===== src/psl_pkg.sv =====
// Package of constants and carrier types for the pixel serializer link control block.
package psl_pkg;

	// ----------------------------------------------------------------
	// Register map (Avalon-MM byte addresses, one word each)
	// ----------------------------------------------------------------
	localparam logic [3:0] REG_CTRL_ADDR   = 4'h0;
	localparam logic [3:0] REG_CONFIG_ADDR = 4'h4;
	localparam logic [3:0] REG_STATUS_ADDR = 4'h8;

	localparam logic       REG_CTRL_RESET   = 1'h0;
	localparam logic [7:0] REG_CONFIG_RESET = 8'h00;

	// Config register fields.
	localparam int CFG_MODE_LSB  = 0;
	localparam int CFG_MAP_BIT   = 2;
	localparam int CFG_SWING_BIT = 3;
	localparam int CFG_DEEMP_LSB = 4;

	// ----------------------------------------------------------------
	// Timing
	// ----------------------------------------------------------------
	localparam int SYS_CLK_MHZ      = 50;
	localparam int CTRL_WINDOW_PCLK = 130;
	localparam int CTRL_MIN_PULSE   = 3;
	localparam int STOP_FREQ_MHZ    = 3;
	// Longest link clock period tolerated, in system cycles (rounded down).
	localparam int STOP_CYCLES      = SYS_CLK_MHZ / STOP_FREQ_MHZ;
	localparam int LOCK_EDGES       = 4;
	localparam int WORD_BITS        = 28;

	// ----------------------------------------------------------------
	// Types
	// ----------------------------------------------------------------
	typedef enum logic [1:0]
	{
		MODE_NORMAL_NOFILT = 2'b00,
		MODE_NORMAL_FILT   = 2'b01,
		MODE_GEN2          = 2'b10,
		MODE_GEN1          = 2'b11
	} psl_mode_t;

	typedef enum logic [2:0]
	{
		DEEMP_OFF   = 3'b000,
		DEEMP_3DB   = 3'b001,
		DEEMP_6DB   = 3'b010,
		DEEMP_9DB   = 3'b011,
		DEEMP_12DB  = 3'b100
	} psl_deemp_t;

	typedef enum logic [1:0]
	{
		LNK_SLEEP = 2'b00,
		LNK_LOCK  = 2'b01,
		LNK_RUN   = 2'b10
	} psl_link_t;

	typedef struct packed
	{
		logic vertical_sync;
		logic horizontal_sync;
		logic display_enable;
	} psl_ctrl_t;

	typedef struct packed
	{
		psl_deemp_t deemphasis_level;
		logic       swing_select;
		logic       color_map_select;
		psl_mode_t  mode;
	} psl_cfg_t;

endpackage


===== src/psl_top.sv =====
// Pixel serializer link control: word framing, control filter, configuration and sleep.
//
// Implementation choices: the address map and the Avalon-MM interface to the registers.
`timescale 1ns/100ps

module psl_top
	import psl_pkg::*;
(
	input  wire logic        SYS_CLK,              // System clock, 50 MHz.
	input  wire logic        RESETN,               // Asynchronous reset, active low.
	input  wire logic [3:0]  AVS_ADDRESS,          // Register byte address.
	input  wire logic        AVS_READ,             // Read request.
	input  wire logic        AVS_WRITE,            // Write request.
	input  wire logic [31:0] AVS_WRITEDATA,        // Write data.
	input  wire logic [3:0]  AVS_BYTEENABLE,       // Byte enables.
	output logic      [31:0] AVS_READDATA,         // Read data.
	output logic             AVS_WAITREQUEST,      // Stall while high.
	input  wire logic        LVDS_CLOCK_INPUT,     // Pixel clock from the source link.
	input  wire logic [23:0] PIXEL_RGB,            // Pixel data, sampled on clock rise.
	input  wire logic        DISPLAY_ENABLE,       // Display enable input.
	input  wire logic        HORIZONTAL_SYNC,      // Horizontal sync input.
	input  wire logic        VERTICAL_SYNC,        // Vertical sync input.
	input  wire logic [1:0]  MODE_SELECT_PIN,      // Compatibility mode strap.
	input  wire logic        COLOR_MAP_SELECT_PIN, // Lane 3 mapping strap.
	input  wire logic        COLOR_18BIT_PIN,      // High selects 18-bit colour.
	input  wire logic        SWING_SELECT_PIN,     // Output swing strap.
	input  wire logic [2:0]  DEEMPHASIS_PIN,       // De-emphasis strap code.
	input  wire logic        POWER_DOWN_N,         // Low powers the device down.
	output logic      [27:0] SERIAL_WORD,          // Word for the serializer.
	output logic             WORD_VALID,           // One-cycle pulse per word.
	output logic             LINK_ENABLE,          // Serial driver enabled.
	output logic             SWING_HIGH,           // Increased output swing.
	output logic [2:0]       DEEMPHASIS_LEVEL,     // Active de-emphasis code.
	output logic             DEEMPHASIS_ACTIVE,    // De-emphasis phase of current bit.
	output logic             COLOR_MAP_SELECT,     // Active lane 3 mapping.
	output logic             SLEEP                 // Stop-clock sleep state.
);

	// ----------------------------------------------------------------
	// Input synchronisers
	// ----------------------------------------------------------------
	localparam int NSYNC = 11;
	logic [NSYNC-1:0] sync1_q;
	logic [NSYNC-1:0] sync2_q;
	logic [NSYNC-1:0] async_in;
	logic [23:0]      rgb1_q;
	logic [23:0]      rgb2_q;

	assign async_in = {LVDS_CLOCK_INPUT, DISPLAY_ENABLE, HORIZONTAL_SYNC, VERTICAL_SYNC,
		POWER_DOWN_N, MODE_SELECT_PIN, COLOR_MAP_SELECT_PIN, COLOR_18BIT_PIN,
		SWING_SELECT_PIN, DEEMPHASIS_PIN[0]};

	always_ff @(posedge SYS_CLK or negedge RESETN)
		if (!RESETN)
		begin
			sync1_q <= '0;
			sync2_q <= '0;
			rgb1_q  <= '0;
			rgb2_q  <= '0;
		end
		else
		begin
			sync1_q <= async_in;
			sync2_q <= sync1_q;
			rgb1_q  <= PIXEL_RGB;
			rgb2_q  <= rgb1_q;
		end

	logic [1:0] demp_hi1_q;
	logic [1:0] demp_hi2_q;
	always_ff @(posedge SYS_CLK or negedge RESETN)
		if (!RESETN)
		begin
			demp_hi1_q <= '0;
			demp_hi2_q <= '0;
		end
		else
		begin
			demp_hi1_q <= DEEMPHASIS_PIN[2:1];
			demp_hi2_q <= demp_hi1_q;
		end

	logic       lclk_s;
	logic       pd_n_s;
	logic [2:0] ctrl_s;
	psl_cfg_t   pin_cfg;
	logic       c18_s;
	assign lclk_s = sync2_q[10];
	assign ctrl_s = sync2_q[9:7];
	assign pd_n_s = sync2_q[6];
	assign c18_s  = sync2_q[2];
	assign pin_cfg = '{mode: psl_mode_t'(sync2_q[5:4]), color_map_select: sync2_q[3],
		swing_select: sync2_q[1], deemphasis_level: psl_deemp_t'({demp_hi2_q, sync2_q[0]})};

	// ----------------------------------------------------------------
	// Register slave
	// ----------------------------------------------------------------
	logic     reg_en_q;
	psl_cfg_t reg_cfg_q;
	logic     rd_done_q;
	logic     pd_active;
	psl_cfg_t cfg;
	psl_link_t lnk_q;

	assign pd_active = !pd_n_s;
	assign cfg = reg_en_q ? reg_cfg_q : pin_cfg;

	// Writes complete at once; reads take one wait cycle so data comes from a flop.
	always_ff @(posedge SYS_CLK or negedge RESETN)
		if (!RESETN)
			rd_done_q <= 1'b0;
		else
			rd_done_q <= AVS_READ && !rd_done_q;

	always_comb
		AVS_WAITREQUEST = AVS_READ && !rd_done_q;

	// Sleep does not touch these flops; only reset and power-down clear them.
	always_ff @(posedge SYS_CLK or negedge RESETN)
		if (!RESETN)
		begin
			reg_en_q  <= REG_CTRL_RESET;
			reg_cfg_q <= psl_cfg_t'(REG_CONFIG_RESET[6:0]);
		end
		else if (pd_active)
		begin
			reg_en_q  <= REG_CTRL_RESET;
			reg_cfg_q <= psl_cfg_t'(REG_CONFIG_RESET[6:0]);
		end
		else if (AVS_WRITE && AVS_BYTEENABLE[0])
		begin
			if (AVS_ADDRESS == REG_CTRL_ADDR)
				reg_en_q <= AVS_WRITEDATA[0];
			else if (AVS_ADDRESS == REG_CONFIG_ADDR)
				reg_cfg_q <= psl_cfg_t'(AVS_WRITEDATA[6:0]);
		end

	always_ff @(posedge SYS_CLK or negedge RESETN)
		if (!RESETN)
			AVS_READDATA <= '0;
		else if (AVS_READ && !rd_done_q)
			unique case (AVS_ADDRESS)
				REG_CTRL_ADDR:   AVS_READDATA <= {31'h0, reg_en_q};
				REG_CONFIG_ADDR: AVS_READDATA <= {25'h0, reg_cfg_q};
				REG_STATUS_ADDR: AVS_READDATA <= {24'h0, cfg[4:0], lnk_q, !pd_active};
				default:         AVS_READDATA <= '0;
			endcase

	// ----------------------------------------------------------------
	// Link clock edge detect, stop detect and lock
	// ----------------------------------------------------------------
	logic       lclk_d1_q;
	logic       rise;
	logic [4:0] idle_cnt_q;
	logic [2:0] lock_cnt_q;
	assign rise = lclk_s && !lclk_d1_q;

	always_ff @(posedge SYS_CLK or negedge RESETN)
		if (!RESETN)
			lclk_d1_q <= 1'b0;
		else
			lclk_d1_q <= lclk_s;

	always_ff @(posedge SYS_CLK or negedge RESETN)
		if (!RESETN)
			idle_cnt_q <= '0;
		else if (rise)
			idle_cnt_q <= '0;
		else if (idle_cnt_q != 5'(STOP_CYCLES))
			idle_cnt_q <= idle_cnt_q + 5'h1;

	// A clock held static at either level looks the same: no rise for too long.
	always_ff @(posedge SYS_CLK or negedge RESETN)
		if (!RESETN)
		begin
			lnk_q      <= LNK_SLEEP;
			lock_cnt_q <= '0;
		end
		else if (pd_active || idle_cnt_q == 5'(STOP_CYCLES))
		begin
			lnk_q      <= LNK_SLEEP;
			lock_cnt_q <= '0;
		end
		else
			unique case (lnk_q)
				LNK_SLEEP: if (rise) lnk_q <= LNK_LOCK;
				LNK_LOCK:
					if (rise)
					begin
						lock_cnt_q <= lock_cnt_q + 3'h1;
						if (lock_cnt_q == 3'(LOCK_EDGES - 1))
							lnk_q <= LNK_RUN;
					end
				LNK_RUN: ;
				default: lnk_q <= LNK_SLEEP;
			endcase

	// ----------------------------------------------------------------
	// Video control signal filter
	// ----------------------------------------------------------------
	psl_ctrl_t in_ctrl;
	psl_ctrl_t tx_ctrl_q;
	assign in_ctrl = ctrl_s;
	logic      filt_on;
	logic      normal;
	assign normal  = !cfg.mode[1];
	assign filt_on = cfg.mode == MODE_NORMAL_FILT;

	logic [7:0] win_q [3];
	logic [1:0] trn_q [3];
	logic [1:0] stab_q [3];
	logic [2:0] in_vec;
	logic [2:0] tx_vec;
	assign in_vec = in_ctrl;
	assign tx_vec = tx_ctrl_q;

	// Index 0 enable, 1 hsync, 2 vsync; each channel has its own 130-clock window.
	for (genvar i = 0; i < 3; i++)
	begin : g_ctrl
		logic lim;
		logic pulse_ok;
		assign lim = (i == 2) ? (trn_q[i] == 2'h0) : (trn_q[i] != 2'h2);
		assign pulse_ok = (i == 2) || !filt_on || stab_q[i] == 2'(CTRL_MIN_PULSE - 1);
		always_ff @(posedge SYS_CLK or negedge RESETN)
			if (!RESETN)
			begin
				win_q[i]  <= '0;
				trn_q[i]  <= '0;
				stab_q[i] <= '0;
				tx_ctrl_q[2-i] <= 1'b0;
			end
			else if (rise)
			begin
				stab_q[i] <= (in_vec[2-i] != tx_vec[2-i] && stab_q[i] != 2'h2) ?
					stab_q[i] + 2'h1 : (in_vec[2-i] == tx_vec[2-i] ? 2'h0 : stab_q[i]);
				if (win_q[i] != 8'h0)
					win_q[i] <= win_q[i] - 8'h1;
				else
					trn_q[i] <= '0;
				if (!normal)
					tx_ctrl_q[2-i] <= in_vec[2-i];
				else if (in_vec[2-i] != tx_vec[2-i] && lim && pulse_ok
					&& (i != 2 || win_q[i] == 8'h0))
				begin
					tx_ctrl_q[2-i] <= in_vec[2-i];
					trn_q[i] <= (win_q[i] == 8'h0) ? 2'h1 : trn_q[i] + 2'h1;
					if (win_q[i] == 8'h0)
						win_q[i] <= 8'(CTRL_WINDOW_PCLK - 1);
				end
			end
	end

	// ----------------------------------------------------------------
	// Word builder: scrambler, balance and integrity
	// ----------------------------------------------------------------
	logic [15:0] lfsr_q;
	logic signed [7:0] disp_q;
	logic [23:0] mapped;
	logic [23:0] scr;
	logic [4:0]  ones;
	logic signed [7:0] wdisp;
	logic        inv;
	logic        integ;
	logic [1:0]  seq_q;

	// Lane 3 swap: the two MSBs of each colour move to the bottom when color_map_select is low.
	assign mapped = cfg.color_map_select ? rgb2_q :
		{rgb2_q[21:16], rgb2_q[23:22], rgb2_q[13:8], rgb2_q[15:14],
		rgb2_q[5:0], rgb2_q[7:6]};
	assign scr = (c18_s ? {mapped[23:18], 2'h0, mapped[15:10], 2'h0, mapped[7:2], 2'h0}
		: mapped) ^ {lfsr_q, lfsr_q[7:0]};

	always_comb
	begin
		ones = '0;
		for (int k = 0; k < 24; k++)
			ones = ones + 5'(scr[k]);
		wdisp = 8'(signed'({3'h0, ones})) * 8'sh2 - 8'sd24;
		inv = (disp_q > 0) == (wdisp > 0) && wdisp != 0;
		integ = ^{scr, seq_q[0]} ^ ^tx_ctrl_q;
	end

	always_ff @(posedge SYS_CLK or negedge RESETN)
		if (!RESETN)
		begin
			lfsr_q <= 16'hace1;
			disp_q <= '0;
			seq_q  <= '0;
			SERIAL_WORD <= '0;
			WORD_VALID  <= 1'b0;
		end
		else if (rise && lnk_q == LNK_RUN)
		begin
			lfsr_q <= {lfsr_q[14:0], lfsr_q[15] ^ lfsr_q[13] ^ lfsr_q[12] ^ lfsr_q[10]};
			disp_q <= inv ? disp_q - wdisp : disp_q + wdisp;
			seq_q  <= seq_q + 2'h1;
			// Integrity bit alternates data check and control code every two words.
			SERIAL_WORD <= {1'b1, 1'b0, inv, seq_q[1] ? ^tx_ctrl_q : integ,
				inv ? ~scr : scr};
			WORD_VALID  <= 1'b1;
		end
		else
			WORD_VALID <= 1'b0;

	// ----------------------------------------------------------------
	// Driver control and de-emphasis timing
	// ----------------------------------------------------------------
	logic [4:0] bit_q;
	logic       run;
	assign run = lnk_q == LNK_RUN && !pd_active;

	always_ff @(posedge SYS_CLK or negedge RESETN)
		if (!RESETN)
		begin
			LINK_ENABLE       <= 1'b0;
			SWING_HIGH        <= 1'b0;
			DEEMPHASIS_LEVEL  <= '0;
			DEEMPHASIS_ACTIVE <= 1'b0;
			COLOR_MAP_SELECT  <= 1'b0;
			SLEEP             <= 1'b0;
			bit_q             <= '0;
		end
		else
		begin
			LINK_ENABLE      <= run;
			SWING_HIGH       <= cfg.swing_select;
			DEEMPHASIS_LEVEL <= cfg.deemphasis_level;
			COLOR_MAP_SELECT <= cfg.color_map_select;
			SLEEP            <= !pd_active && lnk_q == LNK_SLEEP;
			bit_q            <= rise ? 5'h0 : bit_q + 5'h1;
			// Bits after the first unit interval following each link clock rise are de-emphasised.
			DEEMPHASIS_ACTIVE <= run && cfg.deemphasis_level != DEEMP_OFF
				&& bit_q != 5'h0;
		end

endmodule


===== config.mk =====
export PLATFORM = sky130hd
export DESIGN_NAME = psl_top
export DESIGN_NICKNAME = d
export VERILOG_FILES = /design/src/psl_pkg.sv /design/src/psl_top.sv
export SDC_FILE = /design/constraint.sdc
export NUM_CORES = 1
export LEC_CHECK = 0
export BUFFER_PORTS_ARGS = -buffer_cell sky130_fd_sc_hd__buf_4
export CORE_MARGIN = 2
export CORE_UTILIZATION = 45
export CTS_BUF_LIST = sky130_fd_sc_hd__clkbuf_4 sky130_fd_sc_hd__clkbuf_8 sky130_fd_sc_hd__clkbuf_16
export DETAILED_ROUTE_END_ITERATION = 12
export PLACE_DENSITY = 0.63
export SKIP_LAST_GASP = 1
export SYNTH_ARGS = -nofsm -noshare
export SYNTH_HDL_FRONTEND = slang
export SYNTH_SLANG_ARGS = --single-unit

===== constraint.sdc =====
create_clock -name SYS_CLK -period 12.3 [get_ports SYS_CLK]
set_input_delay 1.845 -clock SYS_CLK [delete_from_list [all_inputs] [get_ports SYS_CLK]]
set_output_delay 1.845 -clock SYS_CLK [all_outputs]
set_load 0.05 [all_outputs]

---- Word level (Yosys, flattened, before mapping) ----
Cells that the tools add are included.
word-level totals
  flip-flop bits (word level) ............. 230
operators by class
  reductions and logical operators ........ 55
  multiplexer cells ....................... 60
  add/sub/neg operators ................... 38
  equal/unequal tests ..................... 28
  $lt $le $gt $ge ......................... 2
  bitwise gates (word level) .............. 6
operator list
  kind                   number
  $mux W8                13
  $add A5 B1 Y5          19
  $mux W24               2
  $mux W2                20
  $mux W7                5
  $reduce_bool A32 Y1    1
  $reduce_xor A25 Y1     1
  $logic_not A8 Y1       3
  $not A24 Y24           1
  $pmux W8 S3            1
  $reduce_bool A8 Y1     3
  $sub A8 B1 Y8 const B  3
  $xor A24 B24 Y24       1
  $mux W18               1
  $logic_and A1 B1 Y1    17
  $reduce_bool A2 Y1     8
  $mux W5                3
  $reduce_and A2 Y1      7
  $add A2 B1 Y2 const B  6
  $ne A2 B2 Y1 const B   6
  $mux W1                11
  $add A5 B1 Y5 const B  2
  $mux W3                3
  $ne A3 B3 Y1 const B   3
  31 further kinds       49

---- Logic depth before layout (Yosys ltp) ----
Gate-level depths: netlist (run 1).
  depth after elaboration ................. 32
  mapped depth ............................ 38
  gate-level depth less buffers ........... 35

---- Worst setup path after synthesis (run 1) ----
No wires, ideal clock.
  path type ............................... reg-to-reg
  from .................................... register reg_en_q
  to ...................................... register disp_q[7]
  cell stages (with the launch flop) ...... 34
  buffers on the path ..................... 3
  arrival time ............................ 8.417 ns
  clock period less this slack ............ 8.499 ns
  data required time ...................... 12.218 ns
  path slack .............................. 3.801 ns
  library setup time ...................... 0.082 ns
  cell sequence ........................... dfrtp_1 > mux2i_4 > buf_2 > mux2i_1 > xnor2_1 > inv_1 > fa_1 > inv_1 > fa_1 > fa_1 > fa_1 > inv_1 > fa_1 > inv_1 > ha_1 > fa_1 > xnor2_1 > inv_1 > ha_1 > xnor2_1 > nand3_1 > nand2_1 > mux2i_1 > buf_1 > buf_1 > mux2i_1 > fa_1 > a21o_1 > a21o_1 > a21o_1 > a21oi_1 > xnor2_1 > a21oi_1 > a31oi_1
on the way
  word-level cells in the longest chain between the ends .. 32
  elaborated cells on any way between the ends .. 35
ends and longest elaborated chain
  item                         line            text
  start, declared              psl_top.sv:98   logic reg_en_q;
  start signal, assigned       psl_top.sv:133  reg_en_q <= AVS_WRITEDATA[0];
  $mux W7 (*)                  psl_top.sv:106  assign cfg = reg_en_q ? reg_cfg_q : pin_cfg;
  $mux W24 (*)                 psl_top.sv:267  assign mapped = cfg.color_map_select ? rgb2_q :
  $mux W18                     psl_top.sv:270  assign scr = (c18_s ? {mapped[23:18], 2'h0, mapped[15:10], 2'h0, mapped[7:2], 2'h0}
  $xor A24 B24 Y24 (*)         psl_top.sv:271  : mapped) ^ {lfsr_q, lfsr_q[7:0]};
  $add A1 B1 Y2                psl_top.sv:277  ones = ones + 5'(scr[k]);
  $add A2 B1 Y3                psl_top.sv:277
  $add A3 B1 Y4                psl_top.sv:277
  $add A4 B1 Y5                psl_top.sv:277
  $add A5 B1 Y5 (18 in a row)  psl_top.sv:277
  $add A5 B1 Y5 (*)            psl_top.sv:277
  $sub A6 B5 Y7 (*)            psl_top.sv:278  wdisp = 8'(signed'({3'h0, ones})) * 8'sh2 - 8'sd24;
  $gt A7 B1 Y1                 psl_top.sv:279  inv = (disp_q > 0) == (wdisp > 0) && wdisp != 0;
  $eq A1 B1 Y1                 psl_top.sv:279
  $logic_and A1 B1 Y1          psl_top.sv:279
  $mux W8 (*)                  psl_top.sv:295  disp_q <= inv ? disp_q - wdisp : disp_q + wdisp;
  end signal, assigned         psl_top.sv:295
  end, declared                psl_top.sv:257  logic signed [7:0] disp_q;
Every way passes the cells marked *; elsewhere a longest branch is shown, timed or not.
A chain may end at the register's enable or synchronous reset.

---- Final worst setup path (run 1) ----
Same ends and word-level chain as after synthesis.

==> impl_metrics.tcl, run 1 <==
set metrics [dict create \
    nFillCells 1845 \
    slew-limit-headroom_pct 32.3 \
    switching_share_pct 38.1 \
    crit_path_end_kind "register" \
    cpMostUsedCell "fa_1" \
    r2r_end "disp_q[7]" \
    dpl.hpwl_um 13100 \
    route.detailed.drc 0 \
    hold_ws_ns 0.346 \
    ctsHoldBuffers 0 \
    synth_ff_type "dfrtp_1" \
    total_power_mw 3.06 \
    rsz0062_at_grt "false" \
    holdPathEnd "rgb2_q[15]" \
    arrival_ns 9.60 \
    drt-wirelength-per-cell_um 14.3 \
    period_share_pct 74.5 \
    clk_path_buf_depth 3 \
    met2_length_um 8690 \
    globalplace.congestion 0.786 \
    power_leakage_nw 5.42 \
    cp_slowest_cell "mux2i_4" \
    synthArstFlopShare_pct 100 \
    diodes 0 \
    combPwrFrac_pct 52.0 \
    first_pass_iters 4 \
    fmax_mhz 109 \
    fin_crit_ns 9.17 \
    ys_warn_count 0 \
    worstPathRequired_ns 12.73 \
    post_cts_buffers 0 \
    start_kind "register" \
    first_global_vias 6116 \
    clock-root-buffer "clkbuf_16" \
    hold_path.startpoint "rgb1_q[15]" \
    synthDistinctLibCells 53 \
    final_hold_viol_count 0 \
    fp.dieW_um 151 \
    die_area_mm2 0.0229 \
    viasPerCell 4.84 \
    final_cells 1294 \
    path_max_fanout 28 \
    grt_use_total_pct 16.9 \
    r2r_cells 32 \
    drt_wl_total_um 18500 \
    layout-drive-gt1-share_pct 16.6 \
    final_nets 1134 \
    clkLatencyLatePin_ns 0.52 \
    cts_made_buffers 23 \
    io_buffer_count 97 \
    row_count 53 \
    powerDensity_mw_per_mm2 267 \
    fin_skew_ns 0.0106 \
    p_switching_mw 1.17 \
    highest_layer "met4" \
    synth_edf_count 0 \
    pwr-share-clk_pct 21.8 \
    synth_area_leaders "dfrtp_1 (50%), xnor2_1 (6.8%), nand2_1 (5.0%)" \
    hold_depth 0 \
    seq_power_share_pct 26.2 \
    vdd_drop_max_v 0.000295 \
    cts_resized 0 \
    synth_area_mm2 0.00977 \
    worst_slew_pin_slew_ns 1.00 \
    antenna_found_initial 0 \
    synth_common_cells "dfrtp_1 (197), nand2_1 (130), o21ai_0 (78)" \
    drv_slew 0 \
    slowest_delay_ns 0.71 \
    utilization_pct 54.1 \
    ios 151 \
    min_path_type "reg -> reg" \
    drtIter0Drc 263 \
    yosysSeqAreaShare_pct 52.6 \
    reg2reg_slack_ns 3.13 \
    r2r-start "reg_en_q" \
    grt_max_degree 85 \
    setup_viol 0 \
    yosys.cell_count.top_type "dfrtp_1" \
    path_clk_slew_ns 0.06 \
    num_vias 6265 \
    cts-htree-levels 1 \
    yosysTopAreaCellShare_pct 50.4 \
    max-cap-violations 0 \
    critPathKind "reg -> reg" \
    avgSynthCellArea_um2 10.8 \
    numClockSinks 205 \
    wl_met3_um 788 \
    fin_setup_tns_ns 0 \
    intPower_mw 1.89 \
    syn_inst 904 \
    wl_met1_um 8740 \
    gr-total-overflow 0 \
    ant_nets 0 \
    placedCellCount 1252 \
    syn_to_final_growth_pct 17.2 \
    initial_utilization_pct 46.2 \
    dieHeight_um 151 \
    ys_seq_elements 205 \
    cts_tree "yes" \
    synth_area_leader_cell "dfrtp_1" \
    status "complete, no violations" \
    coreArea_mm2 0.0212 \
    grt_first_pass_wirelength_um 30900 \
]
[power by group through the flow]
stage / clock network (mW) / registers, mW / logic, mW
final: 0.665 / 0.802 / 1.59
after detailed placement: 0 / 0.812 / 1.61
after floorplan: 0 / 0.803 / 1.34
after global routing: 0.713 / 0.814 / 1.81
after CTS: 0.687 / 0.802 / 1.62
after global placement: 0 / 0.811 / 1.58
[logic make-up after synthesis]
logic type	synth area share [%]
AOI/OAI and AO/OA	8.73
xor gates and xnor gates	9.53
adders and majority gates	7.91
buffers and inverters	5.57
DFF	52.6
muxes	4.84
other	0.0384
and+or+nand+nor	10.8
[final cells by class]
| class | instances | area, um^2 | area share, % |
|---|---|---|---|
| Timing Repair Buffer | 104 | 787 | 6.87 |
| Sequential cell | 205 | 5140 | 44.9 |
| Inverter | 63 | 241 | 2.11 |
| Clock buffer | 30 | 641 | 5.59 |
| Clock inverter | 12 | 105 | 0.918 |
| Multi-Input combinational cell | 605 | 4200 | 36.6 |
| Tap cell | 275 | 344 | 3.00 |
[worst max path at each step]
stage | cells past startpoint | to | from | slack [ns]
floorplan | 33 | disp_q[7] | reg_en_q | 3.80
global placement | 32 | disp_q[7] | reg_en_q | 3.12
detailed placement | 32 | disp_q[7] | reg_en_q | 3.06
CTS | 32 | disp_q[7] | reg_en_q | 3.02
global route | 32 | disp_q[7] | reg_en_q | 2.38
finish | 32 | disp_q[7] | reg_en_q | 3.13
[critical path, delay by kind of cell, from the launching register on]
| kind | cells | cell delay, ns |
|---|---|---|
| simple gates | 2 | 0.27 |
| flops | 1 | 0.69 |
| fa+ha+maj | 9 | 3.84 |
| mux | 4 | 1.25 |
| compound gates | 6 | 1.08 |
| buf+inv | 7 | 0.99 |
| xor+xnor | 4 | 0.94 |
[metal layers]
layer	vias up	GRT usage (%)
met3	29	2.98
met5	-	0
li1	3133	-
met2	100	26.9
met1	3003	24.2
met4	0	3.55
[metrics by stage]
stage          instance area, um^2  setup WS [ns]
5_1_grt                      11500           2.38
3_5_place_dp                 10700           3.06
3_3_place_gp                 10700           3.12
2_1_floorplan                 9860           3.80
6_report                     11500           3.13
4_1_cts                      11500           3.02
[sequential cells by signal, indices dropped and copies added, names as in the netlist, 7 cells and up, named ones only]
signal	flops
rgb2_q	24
win_q	24
lfsr_q	16
sync1_q	11
reg_cfg_q	7
SERIAL_WORD	27
rgb1_q	24
disp_q	7
AVS_READDATA	8
sync2_q	11
[layout by cell type (no fill, tap or decap), types with 3 or more instances in the layout]
cell type,count
dfstp_2,8
nand2_1,129
nor3_1,14
a21oi_1,28
clkbuf_4,5
ha_1,33
mux2i_1,35
conb_1,25
inv_1,62
nand2b_1,7
a22o_1,5
and2_1,3
nor2b_1,10
nor4_1,3
xnor3_1,4
nand3_1,16
clkbuf_16,23
clkbuf_8,3
o22ai_1,3
or3_1,3
and3_1,4
o21ai_0,78
a31oi_1,5
buf_4,103
a22oi_1,6
a21o_1,9
nor2_1,34
clkinv_2,8
xnor2_1,76
mux2_2,8
dfrtp_1,197
xor2_1,20
fa_1,18
No activity file was read; power rests on OpenSTA's default activity.
==> run 2: changes to the inputs <==
--- a/config.mk
+++ b/config.mk
@@ -10,7 +10,7 @@
 export CORE_UTILIZATION = 45
 export CTS_BUF_LIST = sky130_fd_sc_hd__clkbuf_4 sky130_fd_sc_hd__clkbuf_8 sky130_fd_sc_hd__clkbuf_16
 export DETAILED_ROUTE_END_ITERATION = 12
-export PLACE_DENSITY = 0.63
+export PLACE_DENSITY = 0.65
 export SKIP_LAST_GASP = 1
 export SYNTH_ARGS = -nofsm -noshare
 export SYNTH_HDL_FRONTEND = slang
==> constraint.sdc (replaced) <==
create_clock -name SYS_CLK -period 8.15 [get_ports SYS_CLK]
set_input_delay 1.2225 -clock SYS_CLK [delete_from_list [all_inputs] [get_ports SYS_CLK]]
set_output_delay 1.2225 -clock SYS_CLK [all_outputs]
set_load 0.05 [all_outputs]
==> run 2 against run 1 <==
Compared with the run above: combinational power grew 64%; clock power up 61%; clock skew increased by 0.0016 ns; hold slack worse by 0.0022 ns; setup slack got worse by 2.7 ns; sequential share of layout area decreased by 0.86 points; cell area is 1.9% higher; non-clock buffer count up 14; first-iteration DRC count rose by 19%; core utilization rose by 1.1 points; sequential cell count unchanged; critical path type unchanged; critical endpoint unchanged; highest routed layer unchanged.
==> impl_metrics.tcl, run 2 (synthesis gave the netlist of run 1 again) <==
set metrics [dict create \
    grt_max_degree 136 \
    fp.dieW_um 151 \
    drv_slew 0 \
    largest_reg_flops 27 \
    row_count 53 \
    ant_nets 0 \
    max-cap-violations 0 \
    path_max_fanout 14 \
    setup_viol 0 \
    multi_input_area_mm2 0.00424 \
    ios 151 \
    grt_use_met1_pct 23.7 \
    globalplace.congestion 0.796 \
    period_share_pct 94.8 \
    coreArea_mm2 0.0212 \
    antenna_found_initial 0 \
    nFillCells 1812 \
    placedCellCount 1266 \
    clock-root-buffer "clkbuf_16" \
    fmax_mhz 129 \
    initial_utilization_pct 46.2 \
    fin_area_mm2 0.0117 \
    top_register "SERIAL_WORD" \
    r2r_cells 31 \
    route.detailed.drc 0 \
    drt_wl_total_um 18700 \
    slowest_delay_ns 0.54 \
    top_usage_layer "met2" \
    fin_setup_tns_ns 0 \
    dpl.hpwl_um 13200 \
    worst_slew_pin_slew_ns 1.07 \
    cpMostUsedCell "fa_1" \
    layout_commonest_cell "dfrtp_1" \
    grt_first_pass_wirelength_um 30300 \
    use_met2_pct 26.6 \
    drt-wirelength-per-cell_um 14.3 \
    fin_crit_ns 7.73 \
    grt_use_met3_pct 2.53 \
    first_pass_iters 4 \
    layout-drive-gt1-share_pct 18.6 \
    crit_path_end_kind "register" \
    layout_common_cells "dfrtp_1 (197), nand2_1 (129), buf_4 (116)" \
    cts_made_buffers 23 \
    ff_latch_area_mm2 0.00514 \
    die_area_mm2 0.0229 \
    syn_to_final_growth_pct 19.5 \
    cts-htree-levels 1 \
    num_vias 6291 \
    path_clk_slew_ns 0.06 \
    slew-limit-headroom_pct 28.8 \
    dieHeight_um 151 \
    arrival_ns 8.15 \
    start_kind "register" \
    post-place-ws_ns 0.0838 \
    ctsHoldBuffers 0 \
    timing.final.ws_setup_ns 0.421 \
    powerDensity_mw_per_mm2 419 \
    cts_tree "yes" \
    clk_path_buf_depth 3 \
    first_global_vias 6116 \
    numClockSinks 205 \
    vdd_drop_max_v 0.000642 \
    clkLatencyLatePin_ns 0.51 \
    drtIter0Drc 313 \
    io_buffer_count 97 \
    hold_depth 0 \
    diodes 0 \
    min_path_type "reg -> reg" \
    placed_cell_area_mm2 0.0108 \
    status "complete, no violations" \
    grt_use_total_pct 16.6 \
    viasPerCell 4.81 \
    final_cells 1307 \
    cp_slowest_cell "fa_1" \
    final_hold_viol_count 0 \
    worstPathRequired_ns 8.58 \
    gr-total-overflow 0 \
    fin_skew_ns 0.0122 \
    power_leakage_nw 5.52 \
    utilization_pct 55.2 \
    critPathKind "reg -> reg" \
    final_nets 1148 \
]
run 2: final cells by class:
cell class | count | area share, %
clock buffer | 31 | 5.66
clock inverter | 10 | 1.21
inverter | 63 | 2.07
multi-input combinational | 605 | 36.3
sequential | 205 | 44.0
tap | 275 | 2.95
timing repair buffer | 118 | 7.75
run 2: critical path: cells and delay by family, from the launching register on:
| family | cells | cell delay [ns] |
|---|---|---|
| AO/OA/AOI/OAI | 6 | 1.01 |
| XOR/XNOR | 4 | 0.74 |
| adder cells (fa/ha/maj) | 9 | 3.84 |
| buffers and inverters | 6 | 0.52 |
| flip-flops | 1 | 0.40 |
| multiplexers | 4 | 0.87 |
| AND/OR/NAND/NOR | 2 | 0.27 |
run 2: power by group:
part	leakage (nW)	total (mW)	switching [mW]	internal, mW
Sequential	2.57	1.21	0.0887	1.12
Clock	0.394	1.07	0.404	0.666
Combinational	2.56	2.61	1.37	1.24
run 2: metrics by stage:
| stage | hold WS (ns) | total power, mW |
|---|---|---|
| floorplan | 0.331 | 3.24 |
| global placement | 0.332 | 3.66 |
| detailed placement | 0.335 | 3.72 |
| CTS | 0.348 | 4.82 |
| global route | 0.353 | 5.28 |
| finish | 0.344 | 4.89 |
run 2: timing repair:
action / in CTS / in global routing
gates resized for setup: 0 / 10
buffers inserted: 0 / 0
endpoints found under the setup margin: 0 / 2
run 2: path summary, 6_finish.rpt:
kind	from	endpoint	slack, ns
min in group asynchronous	RESETN	AVS_READDATA[7]	0.90
worst min register to register	rgb1_q[6]	rgb2_q[6]	0.34
worst max-delay path	reg_en_q	disp_q[7]	0.42
worst min-delay path	rgb1_q[6]	rgb2_q[6]	0.34
max in group asynchronous	RESETN	rgb1_q[12]	5.76
worst max register to register	reg_en_q	disp_q[7]	0.42
run 2: per-layer routing:
metal	up-vias	wire length [um]
met2	93	8770
met3	26	685
met1	3017	8890
li1	3155	-
met5	-	0
met4	0	347
==> run 3: changes to the inputs <==
--- a/config.mk
+++ b/config.mk
@@ -5,6 +5,7 @@
 export SDC_FILE = /design/constraint.sdc
 export NUM_CORES = 1
 export LEC_CHECK = 0
+export ABC_AREA = 1
 export BUFFER_PORTS_ARGS = -buffer_cell sky130_fd_sc_hd__buf_4
 export CORE_MARGIN = 2
 export CORE_UTILIZATION = 45
==> run 3 against run 2 <==
Compared with the run above: first-iteration DRC count increased by 65%; hold slack better by 0.0032 ns; cell area grew 8.2%; maximum frequency up 1.9%; critical path depth up 6; count of clock-buffer cells in the layout down 1; cell count increased by 30%; non-clock buffer count down 2; highest routed layer unchanged; critical endpoint unchanged; core utilization decreased by 1.6 points; synthesized cell count grew 39%; clock skew down 0.0068 ns.
==> impl_metrics.tcl, run 3 <==
set metrics [dict create \
    hold_depth 0 \
    final_nets 1497 \
    viasPerCell 4.92 \
    layout_commonest_cell "nand2_1" \
    ant_nets 0 \
    avgSynthCellArea_um2 8.61 \
    synth_ff_type "dfrtp_1" \
    synthDistinctLibCells 45 \
    synth_area_mm2 0.0108 \
    initial_utilization_pct 46.0 \
    ctsHoldBuffers 0 \
    largest_reg_flops 27 \
    top_register "SERIAL_WORD" \
    reg2reg_slack_ns 0.57 \
    multi_input_area_mm2 0.00481 \
    synth_area_leaders "dfrtp_1 (46%), nand2_1 (11%), nand3_1 (6.0%)" \
    ys_seq_elements 205 \
    yosys.cell_count.top_type "nand2_1" \
    path_max_fanout 17 \
    grt_use_met1_pct 24.7 \
    dieHeight_um 159 \
    synthSimpleGateAreaFrac_pct 24.0 \
    clock-root-buffer "clkbuf_16" \
    synth.area.mux_share_pct 0.312 \
    layout-drive-gt1-share_pct 16.0 \
    cts_made_buffers 23 \
    r2r_end "disp_q[7]" \
    yosysTopAreaCellShare_pct 45.6 \
    num_vias 8370 \
    layout_common_cells "nand2_1 (318), dfrtp_1 (196), inv_1 (155)" \
    diodes 0 \
    worstPathRequired_ns 8.61 \
    path_clk_slew_ns 0.06 \
    synth_edf_count 0 \
    drt_wl_total_um 23300 \
    r2r_cells 37 \
    worst_slew_pin_slew_ns 0.931 \
    die_area_mm2 0.0253 \
    r2r-start "reg_en_q" \
    max-cap-violations 0 \
    slowest_delay_ns 0.61 \
    fin_skew_ns 0.00536 \
    grt_use_met3_pct 2.53 \
    fp.dieW_um 159 \
    holdPathEnd "demp_hi2_q[1]" \
    rsz0062_at_grt "false" \
    first_pass_iters 5 \
    clkLatencyLatePin_ns 0.53 \
    grt_max_degree 84 \
    globalplace.congestion 0.815 \
    coreArea_mm2 0.0235 \
    timing.final.ws_setup_ns 0.566 \
    min_path_type "reg -> reg" \
    cts_tree "yes" \
    slew-limit-headroom_pct 37.9 \
    top_usage_layer "met2" \
    synth-xor-area-share_pct 4.78 \
    synthArstFlopShare_pct 100 \
    synth-compound-area-share_pct 6.92 \
    grt_use_total_pct 18.9 \
    synth_top_family_by_area "simple AND/OR/NAND/NOR gates" \
    crit_path_end_kind "register" \
    cpMostUsedCell "fa_1" \
    route.detailed.drc 0 \
    io_buffer_count 97 \
    row_count 56 \
    arrival_ns 8.04 \
    start_kind "register" \
    placedCellCount 1658 \
    yosysSeqAreaShare_pct 47.5 \
    synth_common_cells "nand2_1 (320), dfrtp_1 (197), inv_1 (155)" \
    synth_area_leader_cell "dfrtp_1" \
    numClockSinks 205 \
    fin_setup_tns_ns 0 \
    ff_latch_area_mm2 0.00514 \
    gr-total-overflow 0 \
    post-place-ws_ns 0.358 \
    final_cells 1700 \
    synth_fa_ha_area_share_pct 7.15 \
    drv_slew 0 \
    final_hold_viol_count 0 \
    first_global_vias 8263 \
    dpl.hpwl_um 16900 \
    ios 151 \
    cts-htree-levels 1 \
    use_met2_pct 32.5 \
    period_share_pct 93.1 \
    setup_viol 0 \
    fin_crit_ns 7.58 \
    critPathKind "reg -> reg" \
    ys_warn_count 0 \
    syn_inst 1257 \
    cp_slowest_cell "fa_1" \
    fmax_mhz 132 \
    hold_path.startpoint "demp_hi1_q[1]" \
    drt-wirelength-per-cell_um 13.7 \
    drtIter0Drc 518 \
    antenna_found_initial 0 \
    nFillCells 2217 \
    clk_path_buf_depth 3 \
    grt_first_pass_wirelength_um 39900 \
    syn_to_final_growth_pct 16.7 \
    status "complete, no violations" \
]
-- run 3: cell count changes after synthesis, moves of 9 or more --
cell and change:
nand2_1 +190, nand3_2 +14, mux2i_1 -36, a21o_1 -9, xnor2_1 -58, nand4_1 +11
nor2_1 +39, nor2b_1 -11, xor2_1 +21, nand2_2 +17, nand3_1 +113, inv_1 +93
-- run 3: metal layers --
metal / part of all wire, % / wire [um]
met5: 0 / 0
met4: 3.4 / 786
met3: 4.1 / 967
met1: 44 / 10400
met2: 48 / 11200
-- run 3: worst max path at each step --
stage / from / endpoint / slack (ns) / cells past startpoint
final: reg_en_q / disp_q[7] / 0.57 / 37
after global routing: reg_en_q / disp_q[7] / 0.008 / 37
after CTS: reg_en_q / disp_q[7] / 0.34 / 37
after detailed placement: reg_en_q / disp_q[7] / 0.36 / 37
after global placement: reg_en_q / disp_q[7] / 0.46 / 37
after floorplan: reg_en_q / disp_q[7] / 0.75 / 38
-- run 3: through the flow --
stage | area [um^2] | util (%) | hold WS [ns]
2_1_floorplan | 10900 | - | 0.331
3_3_place_gp | 11800 | 50.1 | 0.332
3_5_place_dp | 11800 | 50.1 | 0.335
4_1_cts | 12600 | 53.4 | 0.348
5_1_grt | 12600 | 53.6 | 0.353
6_report | 12600 | 53.6 | 0.347
-- run 3: worst max-delay path, delay by kind of cell (launching register included) --
kind | cells | cell delay (ns)
XOR/XNOR | 3 | 0.46
flip-flops | 1 | 0.47
AND/OR/NAND/NOR | 12 | 1.27
buffers and inverters | 9 | 0.98
adder cells (fa/ha/maj) | 9 | 3.72
AO/OA/AOI/OAI | 4 | 0.60
-- run 3: cell families after synthesis --
logic type               after synthesis
flip-flops                           205
XOR/XNOR                              59
other                                  1
AO/OA/AOI/OAI                        136
adder cells (fa/ha/maj)               51
multiplexers                           3
buffers and inverters                215
AND/OR/NAND/NOR                      587
-- run 3: final cells by class --
| type | count | share of cell area (%) |
|---|---|---|
| inverters | 158 | 4.76 |
| well taps | 319 | 3.16 |
| flip-flops and latches | 205 | 40.7 |
| clock inverters | 11 | 1.17 |
| clock buffers | 30 | 5.07 |
| multi-input cells | 861 | 38.1 |
| repair buffers | 116 | 7.07 |
-- run 3: repair_timing --
item	4_1_cts	5_1_grt
resized for setup	0	11
setup endpoints to repair	0	1
setup buffers	0	1
Power of run 3 is left out: the tool's default activity adds up to more than one toggle a clock period on the data nets, which glitch-free logic cannot reach.
